--- src/rtl/ces_pkg.sv ---
package ces_pkg;

  // ==========================================================
  // Sizes, opcodes and addressing modes
  // ==========================================================
  typedef enum logic [1:0] {
    SZ_BYTE = 2'h0,
    SZ_WORD = 2'h1,
    SZ_LONG = 2'h2
  } ces_size_t;

  typedef enum logic [3:0] {
    IDLE_OP = 4'h0,
    SYS_OP = 4'h1,
    FLAGS_LOGIC_OP = 4'h2,
    FLAGS_LOAD_REG_OP = 4'h3,
    FLAGS_STORE_REG_OP = 4'h4,
    FLAGS_LOAD_OP = 4'h5,
    FLAGS_STORE_OP = 4'h6,
    MOV_LOAD_OP = 4'h7,
    MOV_STORE_OP = 4'h8,
    MOV_IMM_OP = 4'h9,
    BIT_REG_OP = 4'ha,
    BIT_IND_OP = 4'hb,
    BIT_ABS_OP = 4'hc,
    BLOCK_MOVE_OP = 4'hd,
    ADD_OP = 4'he
  } ces_op_t;

  typedef enum logic [2:0] {
    EA_IND = 3'h0,
    EA_DISP16 = 3'h1,
    EA_DISP24 = 3'h2,
    EA_POSTINC = 3'h3,
    EA_PREDEC = 3'h4,
    EA_ABS8 = 3'h5,
    EA_ABS16 = 3'h6,
    EA_ABS24 = 3'h7
  } ces_ea_t;

  typedef enum logic [2:0] {
    BIT_SET_OP = 3'h0,
    BIT_CLEAR_OP = 3'h1,
    BIT_INVERT_OP = 3'h2,
    CARRY_TO_BIT_OP = 3'h3,
    INV_CARRY_TO_BIT_OP = 3'h4,
    BIT_TEST_OP = 3'h5
  } ces_bitop_t;

  // System and flag-logic sub codes
  localparam logic [3:0] SOFTWARE_TRAP_OP = 4'h0;
  localparam logic [3:0] EXCEPTION_RETURN_OP = 4'h1;
  localparam logic [3:0] SLEEP_OP = 4'h2;
  localparam logic [3:0] FLAGS_AND_OP = 4'h0;
  localparam logic [3:0] FLAGS_OR_OP = 4'h1;
  localparam logic [3:0] FLAGS_XOR_OP = 4'h2;

  // ==========================================================
  // Flag layout, reset values, constants
  // ==========================================================
  localparam int FLAG_C = 0;
  localparam int FLAG_Z = 2;
  localparam int FLAG_N = 3;
  localparam int FLAG_I = 7;
  localparam logic [7:0] FLAGS_RESET = 8'h80;
  localparam logic [23:0] RESET_PC_DEF = 24'h000100;
  localparam logic [23:0] TRAP_VEC_BASE_DEF = 24'h000020;
  localparam logic [23:0] INSN_BYTES = 24'h000002;
  localparam logic [15:0] ABS8_FILL = 16'hffff;
  localparam logic [7:0] ADDR_TOP_ZERO = 8'h00;
  localparam logic [2:0] WORD_COUNT_REG = 3'h4;
  localparam logic [3:0] BYTE_COUNT_SEL = 4'hc;
  localparam logic [3:0] WORD_COUNT_SEL = 4'h4;
  localparam logic [2:0] SOURCE_POINTER_REG = 3'h5;
  localparam logic [2:0] DEST_POINTER_REG = 3'h6;

  typedef struct packed {
    logic req;
    logic we;
    ces_size_t size;
    logic [23:0] addr;
    logic [31:0] wdata;
  } ces_bus_t;

  // ==========================================================
  // Shared helpers
  // ==========================================================
  function automatic logic [23:0] ces_addr_fix(logic [31:0] a, ces_size_t sz, logic mb1);
    logic [23:0] r;
    r = a[23:0];
    if (mb1) begin
      r[23:20] = 4'h0;
    end
    if (sz != SZ_BYTE) begin
      r[0] = 1'b0;
    end
    return r;
  endfunction

  function automatic ces_bus_t ces_cmd(logic we, ces_size_t sz, logic [23:0] a, logic [31:0] d);
    ces_bus_t b;
    b.req = 1'b1;
    b.we = we;
    b.size = sz;
    b.addr = a;
    b.wdata = d;
    return b;
  endfunction

endpackage

--- src/rtl/ces_ea_unit.sv ---
`timescale 1ns/1ps
module ces_ea_unit import ces_pkg::*; (
  // Operand description
  input wire ces_ea_t mode_i,
  input wire ces_size_t size_i,
  input wire logic [31:0] areg_i,
  input wire logic [31:0] ext_i,
  input wire logic mb1_i,
  // Results
  output logic [23:0] addr_o,
  output logic wb_o,
  output logic [31:0] wb_val_o
);
  logic [31:0] step;
  logic [31:0] ea;

  assign step = (size_i == SZ_LONG) ? 32'h4 : (size_i == SZ_WORD) ? 32'h2 : 32'h1;

  always_comb begin
    ea = areg_i;
    wb_o = 1'b0;
    wb_val_o = areg_i;
    case (mode_i)
      EA_IND: ea = areg_i;
      EA_DISP16: ea = areg_i + {{16{ext_i[15]}}, ext_i[15:0]};
      EA_DISP24: ea = areg_i + {ADDR_TOP_ZERO, ext_i[23:0]};
      EA_POSTINC: begin
        wb_o = 1'b1;
        wb_val_o = areg_i + step;
      end
      EA_PREDEC: begin
        wb_o = 1'b1;
        wb_val_o = areg_i - step;
        ea = areg_i - step;
      end
      EA_ABS8: ea = {ADDR_TOP_ZERO, ABS8_FILL, ext_i[7:0]};
      EA_ABS16: ea = {{16{ext_i[15]}}, ext_i[15:0]};
      EA_ABS24: ea = {ADDR_TOP_ZERO, ext_i[23:0]};
      default: ea = areg_i;
    endcase
  end

  assign addr_o = ces_addr_fix(ea, size_i, mb1_i);

endmodule // ces_ea_unit

--- src/rtl/ces_bit_alu.sv ---
`timescale 1ns/1ps
module ces_bit_alu import ces_pkg::*; (
  // Operation
  input wire ces_bitop_t op_i,
  input wire logic [7:0] byte_i,
  input wire logic [2:0] bit_i,
  input wire logic carry_i,
  // Result
  output logic [7:0] byte_o,
  output logic wr_o,
  output logic zero_o
);
  always_comb begin
    byte_o = byte_i;
    wr_o = 1'b1;
    zero_o = ~byte_i[bit_i];
    case (op_i)
      BIT_SET_OP: byte_o[bit_i] = 1'b1;
      BIT_CLEAR_OP: byte_o[bit_i] = 1'b0;
      BIT_INVERT_OP: byte_o[bit_i] = ~byte_i[bit_i];
      CARRY_TO_BIT_OP: byte_o[bit_i] = carry_i;
      INV_CARRY_TO_BIT_OP: byte_o[bit_i] = ~carry_i;
      default: wr_o = 1'b0;
    endcase
  end

endmodule // ces_bit_alu

--- src/rtl/ces_top.sv ---
`timescale 1ns/1ps
module ces_top import ces_pkg::*; #(
  parameter logic [23:0] RESET_PC = RESET_PC_DEF,
  parameter logic [23:0] TRAP_VEC_BASE = TRAP_VEC_BASE_DEF
) (
  // Clock and reset
  input wire logic sys_clk_i,
  input wire logic reset_i,
  // Memory and peripheral bus
  output ces_bus_t mem_o,
  input wire logic mem_ack_i,
  input wire logic [31:0] mem_rdata_i,
  // Pins
  input wire logic mode_1mb_i,
  input wire logic wake_i,
  // Status
  output logic [23:0] pc_o,
  output logic [7:0] flags_o,
  output logic sleep_o,
  output logic trap_o,
  output logic rte_o,
  output logic illegal_o,
  // Register observation
  input wire logic [2:0] dbg_sel_i,
  output logic [31:0] dbg_data_o
);

  // ==========================================================
  // State
  // ==========================================================
  typedef enum logic [3:0] {
    S_FETCH = 4'h0,
    S_EXT = 4'h1,
    S_EXEC = 4'h2,
    S_MEM = 4'h3,
    S_MEM2 = 4'h4,
    S_BM_CHECK = 4'h5,
    S_BM_RD = 4'h6,
    S_BM_WR = 4'h7,
    S_VEC = 4'h8,
    S_SLEEP = 4'h9
  } ces_state_t;

  ces_state_t state_q, state_d;
  ces_bus_t bus_q, bus_d;
  logic [23:0] pc_q, pc_d, vec_q, vec_d, shpc_q, shpc_d;
  logic [7:0] flags_q, flags_d, shfl_q, shfl_d, tmp_q, tmp_d;
  logic [15:0] word0_q, word0_d;
  logic [31:0] ext_q, ext_d, dbg_q, dbg_d;
  logic [1:0] extn_q, extn_d, mode_sync_q, mode_sync_d, wake_sync_q, wake_sync_d;
  logic sleep_q, sleep_d, trap_q, trap_d, rte_q, rte_d, ill_q, ill_d;
  logic [31:0] regs_q [8];
  logic wa_en, wb_en;
  logic [2:0] wa_idx, wb_idx;
  logic [31:0] wa_val, wb_val;

  // ==========================================================
  // Decode helpers
  // ==========================================================
  function automatic logic [31:0] sized_read(logic [31:0] v, logic [3:0] sel, ces_size_t sz);
    case (sz)
      SZ_BYTE: return {24'h0, sel[3] ? v[7:0] : v[15:8]};
      SZ_WORD: return {16'h0, sel[3] ? v[31:16] : v[15:0]};
      default: return v;
    endcase
  endfunction

  function automatic logic [31:0] sized_merge(logic [31:0] v, logic [3:0] sel, ces_size_t sz,
                                              logic [31:0] nv);
    logic [31:0] r;
    r = v;
    case (sz)
      SZ_BYTE: if (sel[3]) r[7:0] = nv[7:0]; else r[15:8] = nv[7:0];
      SZ_WORD: if (sel[3]) r[31:16] = nv[15:0]; else r[15:0] = nv[15:0];
      default: r = nv;
    endcase
    return r;
  endfunction

  function automatic logic [1:0] ext_words(logic [15:0] w);
    logic [1:0] n;
    n = 2'h0;
    case (ces_op_t'(w[15:12]))
      FLAGS_LOAD_OP, FLAGS_STORE_OP, MOV_LOAD_OP, MOV_STORE_OP: begin
        case (ces_ea_t'(w[11:9]))
          EA_DISP16, EA_ABS8, EA_ABS16: n = 2'h1;
          EA_DISP24, EA_ABS24: n = 2'h2;
          default: n = 2'h0;
        endcase
      end
      MOV_IMM_OP: n = 2'h2;
      BIT_ABS_OP: n = 2'h1;
      ADD_OP: n = {1'b0, w[8]};
      default: n = 2'h0;
    endcase
    return n;
  endfunction

  ces_op_t op;
  logic [3:0] sub, ra, rb;
  logic [31:0] rd_a, rd_b, cnt;
  ces_size_t mem_sz, mov_sz, cnt_sz;
  ces_ea_t ea_mode;
  logic [23:0] ea_addr;
  logic ea_wb, mb1, wake_s, alu_wr, alu_zero;
  logic [31:0] ea_wb_val;
  logic [7:0] bit_src, alu_in, alu_out;
  logic [15:0] dst16, src16;
  logic [16:0] sum17;

  assign op = ces_op_t'(word0_q[15:12]);
  assign sub = word0_q[11:8];
  assign ra = word0_q[7:4];
  assign rb = word0_q[3:0];
  assign rd_a = regs_q[ra[2:0]];
  assign rd_b = regs_q[rb[2:0]];
  assign mb1 = mode_sync_q[1];
  assign wake_s = wake_sync_q[1];
  assign mov_sz = ces_size_t'({sub[0], ra[3]});
  assign mem_sz = (op == FLAGS_LOAD_OP || op == FLAGS_STORE_OP) ? SZ_WORD :
                  (op == BIT_IND_OP || op == BIT_ABS_OP) ? SZ_BYTE : mov_sz;
  assign ea_mode = (op == BIT_IND_OP) ? EA_IND : (op == BIT_ABS_OP) ? EA_ABS8 :
                   ces_ea_t'(sub[3:1]);
  assign cnt_sz = sub[0] ? SZ_WORD : SZ_BYTE;
  assign cnt = sized_read(regs_q[WORD_COUNT_REG], sub[0] ? WORD_COUNT_SEL : BYTE_COUNT_SEL,
                          cnt_sz);
  assign dst16 = rd_b[15:0];
  assign src16 = sub[0] ? ext_q[15:0] : 16'(sized_read(rd_a, ra, SZ_WORD));
  assign sum17 = {1'b0, 16'(sized_read(rd_b, rb, SZ_WORD))} + {1'b0, src16};
  assign bit_src = 8'(sized_read(rd_a, ra, SZ_BYTE));
  assign alu_in = (state_q == S_EXEC) ? 8'(sized_read(rd_b, rb, SZ_BYTE)) : tmp_q;

  ces_ea_unit u_ea (
    .mode_i(ea_mode),
    .size_i(mem_sz),
    .areg_i(op == BIT_IND_OP ? rd_b : rd_a),
    .ext_i(ext_q),
    .mb1_i(mb1),
    .addr_o(ea_addr),
    .wb_o(ea_wb),
    .wb_val_o(ea_wb_val)
  );

  ces_bit_alu u_bit (
    .op_i(ces_bitop_t'(sub[3:1])),
    .byte_i(alu_in),
    .bit_i(sub[0] ? bit_src[2:0] : ra[2:0]),
    .carry_i(flags_q[FLAG_C]),
    .byte_o(alu_out),
    .wr_o(alu_wr),
    .zero_o(alu_zero)
  );

  // ==========================================================
  // Sequencer
  // ==========================================================
  always_comb begin
    state_d = state_q;
    bus_d = bus_q;
    pc_d = pc_q;
    vec_d = vec_q;
    shpc_d = shpc_q;
    shfl_d = shfl_q;
    flags_d = flags_q;
    tmp_d = tmp_q;
    word0_d = word0_q;
    ext_d = ext_q;
    extn_d = extn_q;
    sleep_d = sleep_q;
    trap_d = 1'b0;
    rte_d = 1'b0;
    ill_d = 1'b0;
    wa_en = 1'b0;
    wa_idx = 3'h0;
    wa_val = 32'h0;
    wb_en = 1'b0;
    wb_idx = 3'h0;
    wb_val = 32'h0;
    mode_sync_d = {mode_sync_q[0], mode_1mb_i};
    wake_sync_d = {wake_sync_q[0], wake_i};
    dbg_d = regs_q[dbg_sel_i];
    // Every access drops its request for one cycle after the ack
    if (bus_q.req && mem_ack_i) begin
      bus_d.req = 1'b0;
    end
    case (state_q)
      S_FETCH: begin
        if (!bus_q.req) begin
          bus_d = ces_cmd(1'b0, SZ_WORD, ces_addr_fix({8'h0, pc_q}, SZ_WORD, mb1), 32'h0);
        end else if (mem_ack_i) begin
          word0_d = mem_rdata_i[15:0];
          pc_d = pc_q + INSN_BYTES;
          ext_d = 32'h0;
          extn_d = ext_words(mem_rdata_i[15:0]);
          state_d = (ext_words(mem_rdata_i[15:0]) == 2'h0) ? S_EXEC : S_EXT;
        end
      end
      S_EXT: begin
        if (!bus_q.req) begin
          bus_d = ces_cmd(1'b0, SZ_WORD, ces_addr_fix({8'h0, pc_q}, SZ_WORD, mb1), 32'h0);
        end else if (mem_ack_i) begin
          ext_d = {ext_q[15:0], mem_rdata_i[15:0]};
          pc_d = pc_q + INSN_BYTES;
          extn_d = extn_q - 2'h1;
          state_d = (extn_q == 2'h1) ? S_EXEC : S_EXT;
        end
      end
      S_EXEC: begin
        state_d = S_FETCH;
        case (op)
          IDLE_OP: state_d = S_FETCH;
          SYS_OP: begin
            if (sub == SOFTWARE_TRAP_OP) begin
              shpc_d = pc_q;
              shfl_d = flags_q;
              flags_d[FLAG_I] = 1'b1;
              vec_d = TRAP_VEC_BASE + {20'h0, word0_q[1:0], 2'h0};
              trap_d = 1'b1;
              state_d = S_VEC;
            end else if (sub == EXCEPTION_RETURN_OP) begin
              pc_d = shpc_q;
              flags_d = shfl_q;
              rte_d = 1'b1;
            end else if (sub == SLEEP_OP) begin
              sleep_d = 1'b1;
              state_d = S_SLEEP;
            end else begin
              ill_d = 1'b1;
            end
          end
          FLAGS_LOGIC_OP: begin
            case (sub)
              FLAGS_AND_OP: flags_d = flags_q & word0_q[7:0];
              FLAGS_OR_OP: flags_d = flags_q | word0_q[7:0];
              FLAGS_XOR_OP: flags_d = flags_q ^ word0_q[7:0];
              default: ill_d = 1'b1;
            endcase
          end
          FLAGS_LOAD_REG_OP: flags_d = 8'(sized_read(rd_b, rb, SZ_BYTE));
          FLAGS_STORE_REG_OP: begin
            wb_en = 1'b1;
            wb_idx = rb[2:0];
            wb_val = sized_merge(rd_b, rb, SZ_BYTE, {24'h0, flags_q});
          end
          FLAGS_LOAD_OP, FLAGS_STORE_OP, BIT_IND_OP, BIT_ABS_OP: state_d = S_MEM;
          MOV_LOAD_OP, MOV_STORE_OP: begin
            if (mov_sz == SZ_BYTE || mov_sz == SZ_WORD || mov_sz == SZ_LONG) begin
              state_d = S_MEM;
            end else begin
              ill_d = 1'b1;
            end
          end
          MOV_IMM_OP: begin
            wb_en = 1'b1;
            wb_idx = rb[2:0];
            wb_val = ext_q;
          end
          BIT_REG_OP: begin
            flags_d[FLAG_Z] = alu_wr ? flags_q[FLAG_Z] : alu_zero;
            wb_en = alu_wr;
            wb_idx = rb[2:0];
            wb_val = sized_merge(rd_b, rb, SZ_BYTE, {24'h0, alu_out});
          end
          BLOCK_MOVE_OP: state_d = S_BM_CHECK;
          ADD_OP: begin
            wb_en = 1'b1;
            wb_idx = rb[2:0];
            wb_val = sized_merge(rd_b, rb, SZ_WORD, {16'h0, sum17[15:0]});
            flags_d[FLAG_C] = sum17[16];
            flags_d[FLAG_N] = sum17[15];
            flags_d[FLAG_Z] = (sum17[15:0] == 16'h0);
          end
          default: ill_d = 1'b1;
        endcase
      end
      S_MEM: begin
        if (!bus_q.req) begin
          bus_d = ces_cmd(op == FLAGS_STORE_OP || op == MOV_STORE_OP, mem_sz, ea_addr,
                          op == FLAGS_STORE_OP ? {16'h0, flags_q, 8'h0} :
                          sized_read(rd_b, rb, mem_sz));
        end else if (mem_ack_i) begin
          wa_en = ea_wb;
          wa_idx = ra[2:0];
          wa_val = ea_wb_val;
          tmp_d = mem_rdata_i[7:0];
          state_d = (op == BIT_IND_OP || op == BIT_ABS_OP) ? S_MEM2 : S_FETCH;
          if (op == FLAGS_LOAD_OP) begin
            flags_d = mem_rdata_i[15:8];
          end
          if (op == MOV_LOAD_OP) begin
            wb_en = 1'b1;
            wb_idx = rb[2:0];
            wb_val = sized_merge(rd_b, rb, mem_sz, mem_rdata_i);
          end
        end
      end
      S_MEM2: begin
        if (!alu_wr) begin
          flags_d[FLAG_Z] = alu_zero;
          state_d = S_FETCH;
        end else if (!bus_q.req) begin
          bus_d = ces_cmd(1'b1, SZ_BYTE, ea_addr, {24'h0, alu_out});
        end else if (mem_ack_i) begin
          state_d = S_FETCH;
        end
      end
      S_BM_CHECK: state_d = (cnt == 32'h0) ? S_FETCH : S_BM_RD;
      S_BM_RD: begin
        if (!bus_q.req) begin
          bus_d = ces_cmd(1'b0, SZ_BYTE, ces_addr_fix(regs_q[SOURCE_POINTER_REG], SZ_BYTE, mb1),
                          32'h0);
        end else if (mem_ack_i) begin
          tmp_d = mem_rdata_i[7:0];
          wa_en = 1'b1;
          wa_idx = SOURCE_POINTER_REG;
          wa_val = regs_q[SOURCE_POINTER_REG] + 32'h1;
          state_d = S_BM_WR;
        end
      end
      S_BM_WR: begin
        if (!bus_q.req) begin
          bus_d = ces_cmd(1'b1, SZ_BYTE, ces_addr_fix(regs_q[DEST_POINTER_REG], SZ_BYTE, mb1),
                          {24'h0, tmp_q});
        end else if (mem_ack_i) begin
          wa_en = 1'b1;
          wa_idx = DEST_POINTER_REG;
          wa_val = regs_q[DEST_POINTER_REG] + 32'h1;
          wb_en = 1'b1;
          wb_idx = WORD_COUNT_REG;
          wb_val = sized_merge(regs_q[WORD_COUNT_REG], sub[0] ? WORD_COUNT_SEL : BYTE_COUNT_SEL,
                               cnt_sz, cnt - 32'h1);
          state_d = S_BM_CHECK;
        end
      end
      S_VEC: begin
        if (!bus_q.req) begin
          bus_d = ces_cmd(1'b0, SZ_LONG, ces_addr_fix({8'h0, vec_q}, SZ_LONG, mb1), 32'h0);
        end else if (mem_ack_i) begin
          pc_d = ces_addr_fix(mem_rdata_i, SZ_WORD, mb1);
          state_d = S_FETCH;
        end
      end
      S_SLEEP: begin
        if (wake_s) begin
          sleep_d = 1'b0;
          state_d = S_FETCH;
        end
      end
      default: state_d = S_FETCH;
    endcase
  end

  always_ff @(posedge sys_clk_i or posedge reset_i) begin
    if (reset_i) begin
      state_q <= S_FETCH;
      bus_q <= '0;
      pc_q <= RESET_PC;
      vec_q <= 24'h0;
      shpc_q <= 24'h0;
      shfl_q <= FLAGS_RESET;
      flags_q <= FLAGS_RESET;
      tmp_q <= 8'h0;
      word0_q <= 16'h0;
      ext_q <= 32'h0;
      extn_q <= 2'h0;
      sleep_q <= 1'b0;
      trap_q <= 1'b0;
      rte_q <= 1'b0;
      ill_q <= 1'b0;
      mode_sync_q <= 2'h0;
      wake_sync_q <= 2'h0;
      dbg_q <= 32'h0;
    end else begin
      state_q <= state_d;
      bus_q <= bus_d;
      pc_q <= pc_d;
      vec_q <= vec_d;
      shpc_q <= shpc_d;
      shfl_q <= shfl_d;
      flags_q <= flags_d;
      tmp_q <= tmp_d;
      word0_q <= word0_d;
      ext_q <= ext_d;
      extn_q <= extn_d;
      sleep_q <= sleep_d;
      trap_q <= trap_d;
      rte_q <= rte_d;
      ill_q <= ill_d;
      mode_sync_q <= mode_sync_d;
      wake_sync_q <= wake_sync_d;
      dbg_q <= dbg_d;
    end
  end

  // ==========================================================
  // Register file
  // ==========================================================
  // Port b wins on a clash: loaded data beats a pointer update
  always_ff @(posedge sys_clk_i or posedge reset_i) begin
    if (reset_i) begin
      for (int i = 0; i < 8; i++) begin
        regs_q[i] <= 32'h0;
      end
    end else begin
      if (wa_en) begin
        regs_q[wa_idx] <= wa_val;
      end
      if (wb_en) begin
        regs_q[wb_idx] <= wb_val;
      end
    end
  end

  assign mem_o = bus_q;
  assign pc_o = pc_q;
  assign flags_o = flags_q;
  assign sleep_o = sleep_q;
  assign trap_o = trap_q;
  assign rte_o = rte_q;
  assign illegal_o = ill_q;
  assign dbg_data_o = dbg_q;

endmodule // ces_top

--- config.mk ---
export PLATFORM = sky130hd
export DESIGN_NAME = ces_top
export DESIGN_NICKNAME = d
export VERILOG_FILES = /design/src/rtl/ces_pkg.sv /design/src/rtl/ces_ea_unit.sv /design/src/rtl/ces_bit_alu.sv /design/src/rtl/ces_top.sv
export SDC_FILE = /design/constraint.sdc
export NUM_CORES = 2
export LEC_CHECK = 0
export ABC_AREA = 1
export BUFFER_PORTS_ARGS = -buffer_cell sky130_fd_sc_hd__buf_2
export CORE_ASPECT_RATIO = 0.8
export CORE_MARGIN = 5
export CORE_UTILIZATION = 35
export DETAILED_ROUTE_END_ITERATION = 7
export PLACE_DENSITY = 0.55
export SETUP_SLACK_MARGIN = 0.15
export SLEW_MARGIN = 0
export SYNTH_ARGS = -nofsm -noshare
export SYNTH_HDL_FRONTEND = slang
export SYNTH_SLANG_ARGS = --single-unit
--- constraint.sdc ---
create_clock -name sys_clk_i -period 28.9 [get_ports sys_clk_i]
set_input_delay 2.89 -clock sys_clk_i [delete_from_list [all_inputs] [get_ports sys_clk_i]]
set_output_delay 2.89 -clock sys_clk_i [all_outputs]
set_load 0.02 [all_outputs]
# Word level (Yosys, flattened, before mapping)
# Index checks and enable logic that the tools add are counted.
# W data, S select, Z words.
dict set report totals {
  register_bits 506
  input_bits 40
}
dict set report op_classes {
  mux 203
  n_bitwise 13
  n_reduce_logical 52
  n_lt_le_gt_ge 9
  n_eq_ne 89
  n_addsub 11
}
# operator n
set ops {}
lappend ops {{$mux W32} 26}
lappend ops {{$bwmux W256} 2}
lappend ops {{$mux W256} 2}
lappend ops {{$mux W60} 7}
lappend ops {{$pmux W60 S6} 1}
lappend ops {{$bmux W32 S3} 3}
lappend ops {{$pmux W32 S2} 4}
lappend ops {{$demux W32 S3} 2}
lappend ops {{$pmux W32 S3} 2}
lappend ops {{$mux W24} 7}
lappend ops {{$mux W16} 10}
lappend ops {{$pmux W24 S6} 1}
lappend ops {{$pmux W16 S2} 4}
lappend ops {{$pmux W32 S4} 1}
lappend ops {{$mux W8} 15}
lappend ops {{$mux W4} 24}
lappend ops {{$pmux W24 S3} 1}
lappend ops {{$add A32 B1 Y32 const B} 2}
lappend ops {{$mux W3} 18}
lappend ops {{$eq A4 B4 Y1 const B} 13}
lappend ops {{$add A24 B24 Y24} 2}
lappend ops {{$ne A2 B2 Y1 const B} 23}
lappend ops {{$eq A4 B3 Y1 const B} 11}
lappend ops {{$pmux W4 S10} 1}
lappend ops {{71 further kinds} 195}

# Depth between registers and ports, before layout
dict set report logic_depth {
  word_depth 18
  ltp_mapped 33
  mapped_depth_nobuf 30
}

# Cells and area by module
# A second synthesis with hierarchy kept.
dict set report hier_totals {
  cells_unflattened 6887
  area_unflattened_um2 42052.8
}
# mod area_per_inst_um2 seq_area_each_um2 n_inst cells_each
set modules_own_cells {}
lappend modules_own_cells {ces_top 36651.4 12140.4 1 5762}
lappend modules_own_cells {ces_ea_unit 4778.3 0.0 1 994}
lappend modules_own_cells {ces_bit_alu 623.1 0.0 1 131}

# Worst setup path after synthesis
# OpenSTA, ideal clock, no wires.
dict set report synth_path {
  path_kind {input -> register}
  from {input port mem_ack_i}
  to {register regs_q[132] in the netlist's numbering}
  stages 14
  n_path_buf 3
  setup_time_ns 0.121
  slack_ns 24.080
  t_arrival_ns 4.698
  path_cell_list {nand2_1 buf_2 inv_2 nand2_1 nor2_2 clkinv_1 o21ai_2 nand2_2 nor2_1 buf_4 inv_2 buf_2 o211ai_1 nand2_1}
}
dict set report synth_via {
  elab_chain_len 12
  elab_cells_between_ends 48
}
# item line
set synth_rtl {}
lappend synth_rtl {{start, declared} ces_top.sv:11} ;# input wire logic mem_ack_i,
lappend synth_rtl {{$mux W3 (on tied branches)} {ces_top.sv:312, ces_top.sv:281, ces_top.sv:324}}
lappend synth_rtl {{$mux W3 (on tied branches)} {ces_top.sv:309, ces_top.sv:277, ces_top.sv:321}}
lappend synth_rtl {{$pmux W3 S3} ces_top.sv:186} ;# case (state_q)
lappend synth_rtl {{$not A3 Y4 (implied by the code)} ces_top.sv:406} ;# regs_q[wa_idx] <= wa_val;
lappend synth_rtl {{$ge A4 B4 Y1 (implied by the code) / $lt A4 B1 Y1 (equally long branches)} ces_top.sv:406}
lappend synth_rtl {{$logic_and A1 B1 Y1 (implied by the code)} ces_top.sv:406}
lappend synth_rtl {{$mux W32 (implied by the code)} ces_top.sv:406}
lappend synth_rtl {{$demux W32 S3} ces_top.sv:406}
lappend synth_rtl {{$bwmux W256} ces_top.sv:406}
lappend synth_rtl {{$mux W256} ces_top.sv:405} ;# if (wa_en) begin
lappend synth_rtl {{$bwmux W256} ces_top.sv:409} ;# regs_q[wb_idx] <= wb_val;
lappend synth_rtl {{$mux W256 (*)} ces_top.sv:408} ;# if (wb_en) begin
lappend synth_rtl {{end signal, assigned by index} ces_top.sv:406}
lappend synth_rtl {{end signal, assigned by index} ces_top.sv:409}
lappend synth_rtl {{end, declared} ces_top.sv:52} ;# logic [31:0] regs_q [8];
# Every way passes the cells marked *; elsewhere a longest branch is shown, timed or not.
# A chain may end at the register's enable or synchronous reset.

# Worst setup path after layout
dict set report layout_path {
  from {register word0_q[5]}
  to {register regs_q[171] in the netlist's numbering}
}
dict set report layout_via {
  elab_chain_len 18
  elab_cells_between_ends 48
}
# item line
set layout_rtl {}
lappend layout_rtl {{start, declared} ces_top.sv:48} ;# logic [15:0] word0_q, word0_d;
lappend layout_rtl {{start signal, assigned} ces_top.sv:382} ;# word0_q <= word0_d;
lappend layout_rtl {{$not A3 Y4 (implied by the code)} ces_top.sv:115} ;# assign rd_a = regs_q[ra[2:0]];
lappend layout_rtl {{$bmux W32 S3} ces_top.sv:115}
lappend layout_rtl {{$mux W32 (implied by the code) (2 in a row)} ces_top.sv:115}
lappend layout_rtl {{$mux W3} ces_top.sv:62} ;# SZ_BYTE: return {24'h0, sel[3] ? v[7:0] : v[15:8]};
lappend layout_rtl {{$mux W3} ces_top.sv:147} ;# .bit_i(sub[0] ? bit_src[2:0] : ra[2:0]),
lappend layout_rtl {{$lt A3 B4 Y1 (implied by the code) / $ge A3 B1 Y1 (equally long branches)} -}
lappend layout_rtl {{$logic_and A1 B1 Y1 (implied by the code)} -}
lappend layout_rtl {{$mux W1 (implied by the code)} -}
lappend layout_rtl {{$demux W1 S3} -}
lappend layout_rtl {{$not A8 Y8 (no line)} -}
lappend layout_rtl {{$and A8 B8 Y8 (no line)} -}
lappend layout_rtl {{$pmux W8 S5} ces_bit_alu.sv:17} ;# case (op_i)
lappend layout_rtl {{$mux W8} ces_top.sv:73} ;# SZ_BYTE: if (sel[3]) r[7:0] = nv[7:0]; else r[15:8] = nv[7:0];
lappend layout_rtl {{$pmux W32 S4} ces_top.sv:210} ;# case (op)
lappend layout_rtl {{$pmux W32 S3} ces_top.sv:186}
lappend layout_rtl {{$bwmux W256} ces_top.sv:409}
lappend layout_rtl {{$mux W256 (*)} ces_top.sv:408}
# Every way passes the cells marked *; elsewhere a longest branch is shown, timed or not. The select of a mux whose other input is x is not followed.

==> qor.txt <==
Clk pwr share -> 13.2%
DR pass1 iterations -> 8
CP bufs+invs -> 2
EDFF count, synth -> 0
Avg WL per Cell -> 32.4 um
Synth Instances -> 6709
Switching pwr -> 3.97 mW
HP Class -> flip-flop to flip-flop
Crit-path leading delay family -> simple AND/OR/NAND/NOR gates
Area leader, netlist -> dfrtp_1
DR iter-0 viols -> 8290
Most used cell, CP -> nand2_1
Largest net degree at the start of global routing -> 159
Req. time, crit path -> 29550 ps
Max cap viols -> 0
Most common cell after layout, fill and taps aside -> nand2_1
Crit-path cells -> inv_1, buf_4, nand3_1, nand3_1, nand2_1, o21ai_0, a31oi_1, a21oi_1, ha_1, a21oi_1, nand2_1, nand2_1, nand2_1, nand2_1, nand2_1, a21oi_1, o21ai_0, xor2_1, o211ai_1, nand3_1, nand2_1, nand2_1, nand2_1, nand2_1
Initial Utilization -> 35.3%
H-tree levels -> 2
Cell area after synthesis -> 0.0421 mm^2
Number of global-route vias before repair -> 46600
Leak -> 21.4 nW
Fin nets -> 6783
Worst skew pair latency -> 710 ps
# setup viols final -> 0
Commonest cells after routing, fill and taps aside -> 1902 x nand2_1, 737 x o21ai_0, 590 x inv_1
Failing checks -> DRC
Grt ovf -> 0
Crit-path max cell delay -> 780 ps
FF+latch count, synth -> 485
Die W -> 398 um
Postcts setup bufs -> 0
Worst path slowest cell -> o21ai_0
RSZ-0062 raised after global routing -> no
Drc violations -> 3
Post-synth top flop -> dfrtp_1
Max Freq -> 0.139 GHz
Root Driver -> clkbuf_16
Syn nets -> 6819
Period minus WS final -> 7200 ps
Ys async rst share -> 100%
Dpl hpwl -> 204000 um
Yosys warnings -> 0
Post-synth cell types -> 63
Final WL -> 270000 um
Rel. slew slack -> 8.08%
Detailed-route via count -> 51900
Synth top area share -> 28.7%
Tcrit/Tclk final -> 24.9%
Register area share after synthesis -> 28.9%
Hold-fix buffer count after cts -> 0
Fillers -> 13100
Number of hold violations in the final report -> 0
Setup TNS -> 0 ps
Startpoint types -> flip-flop
PwrDens -> 136 mW/mm^2
Top Ports -> 168
Total global-route track usage -> 40.8%
Logic gate share of total power -> 69.7%
Clk sinks -> 485
Synth area leaders -> dfrtp_1 29%, nand2_1 17%, o21ai_0 8.8%, a21oi_1 6.5%, nand3_1 5.9%
Initial antenna violation count -> 33
GPL Wtd Cong -> 1.09
Max clock buf depth -> 3
Setup CP Type -> flip-flop to flip-flop
Mapped Avg Cell Area -> 6.27 um^2
Register share of total power -> 17.1%
Pins Over Slew Limit -> 0
PnR worst setup slack -> 21700 ps
DP Worst Slack -> 21620 ps
Power Internal -> 2.29 mW
Crit path DAT -> 7850 ps
Peak VDD IR -> 0.0000855 V
First-pass GRT wire length -> 373000 um
Port bufs -> 167
Clk slew on worst S/H paths -> 70 ps
Crit Path Max Fanout -> 31
Skew final -> 46.5 ps
Routed vias/inst -> 6.22
Power Total -> 6.25 mW
Core area -> 0.119 mm^2
Die area -> 0.127 mm^2
Routed Antenna Nets -> 0
Worst-Margin Slew -> 1380 ps
Sw Ratio -> 63.4%
Run status -> complete, but fails checks
CTS buffer count -> 59
Die Ht -> 320 um
CTS tree -> done
Row cnt -> 113
PostCTS Resize Cnt -> 0
Crit end category -> flip-flop
Area added between synthesis and finish -> 9.59%
Layout cell share with drive strength beyond 1 -> 9.40%
## through the flow
step | hold WS, ps | utilization, % | cells | instance area [um^2]
after floorplan | 331 | - | 6709 | 42100
after global placement | 342 | 37.0 | 8222 | 44000
after detailed placement | 338 | 37.0 | 8222 | 44000
after CTS | 352 | 38.7 | 8330 | 46100
after global routing | 357 | 38.7 | 8330 | 46100
final | 351 | 38.7 | 8339 | 46100
## area by class of cell
cell class                 count  area, um^2  area share, %
antenna                        9        22.5         0.0489
clock buffer                  83        1710           3.70
clock inverter                25         332          0.719
inverter                     662        2490           5.41
multi-input combinational   5181       25600           55.6
sequential                   485       12200           26.4
tap                         1610        2010           4.37
timing repair buffer         284        1740           3.78
## power by group through the flow
stage	Sequential (mW)	Combinational (mW)	Clock [mW]
2_1_floorplan	1.00	2.39	0
3_3_place_gp	1.06	4.14	0
3_5_place_dp	1.07	4.11	0
4_1_cts	1.05	4.13	0.827
5_1_grt	1.08	4.51	0.853
6_report	1.07	4.36	0.824
## Yosys cell counts (all sizes together) (5+ instances only)
library cell and number:
a32oi 9, a21o 5, o31ai 12, a221oi 39, o21bai 18, o21ai 836, nand3b 10, o221ai 30
clkbuf 186, buf 195, o2111ai 25, nand2 1968, a21boi 7, o21a 11, nand4 58, nor3 56
nor2 543, a31oi 50, a22oi 29, a21oi 549, ha 67, nor4 19, xor2 31, clkinv 23
or2 13, o22ai 76, dfrtp 482, o211ai 166, inv 639, a211oi 13, nand3 511
## registers in the layout, summed over array words and instances (netlist names), 8 cells and up
signal and cells:
dbg_data_o 32, regs_q 256, flags_o 8, shfl_q 8
tmp_q 8, shpc_q 24, word0_q 16, ext_q 32
mem_o 60, pc_o 24
## layer usage
metal,wire [um],up-vias,global-route usage (%),share of wire [%]
met2,108000,3533,57.3,40
met4,14800,34,18.5,5.5
li1,-,22600,-,-
met1,112000,25100,56.7,41
met3,35200,666,13.1,13
met5,243,-,0,0.090
## final timing paths
check / start / end / cells past startpoint / slack, ps
worst max-delay path: word0_q[5]$_DFFE_PP0P_ / regs_q[171]$_DFF_PP0_ / 24 / 21700
worst min-delay path: mode_sync_q[0]$_DFF_PP0_ / mode_sync_q[1]$_DFF_PP0_ / 0 / 350
worst max register to register: word0_q[5]$_DFFE_PP0P_ / regs_q[171]$_DFF_PP0_ / 24 / 21700
worst min register to register: mode_sync_q[0]$_DFF_PP0_ / mode_sync_q[1]$_DFF_PP0_ / 0 / 350
max in group asynchronous: reset_i / regs_q[213]$_DFF_PP0_ / 5 / 23880
min in group asynchronous: reset_i / pc_o[0]$_DFFE_PP0P_ / 2 / 2290
## cells by family after synthesis
| kind of cell | Yosys count | synth area share (%) |
|---|---|---|
| AOI/OAI and AO/OA | 1891 | 25.9 |
| xor gates and xnor gates | 35 | 0.729 |
| adders and majority gates | 70 | 2.14 |
| buffers and inverters | 1043 | 10.4 |
| DFF | 485 | 28.9 |
| and+or+nand+nor | 3185 | 32.0 |
No activity file was read; power rests on OpenSTA's default activity.
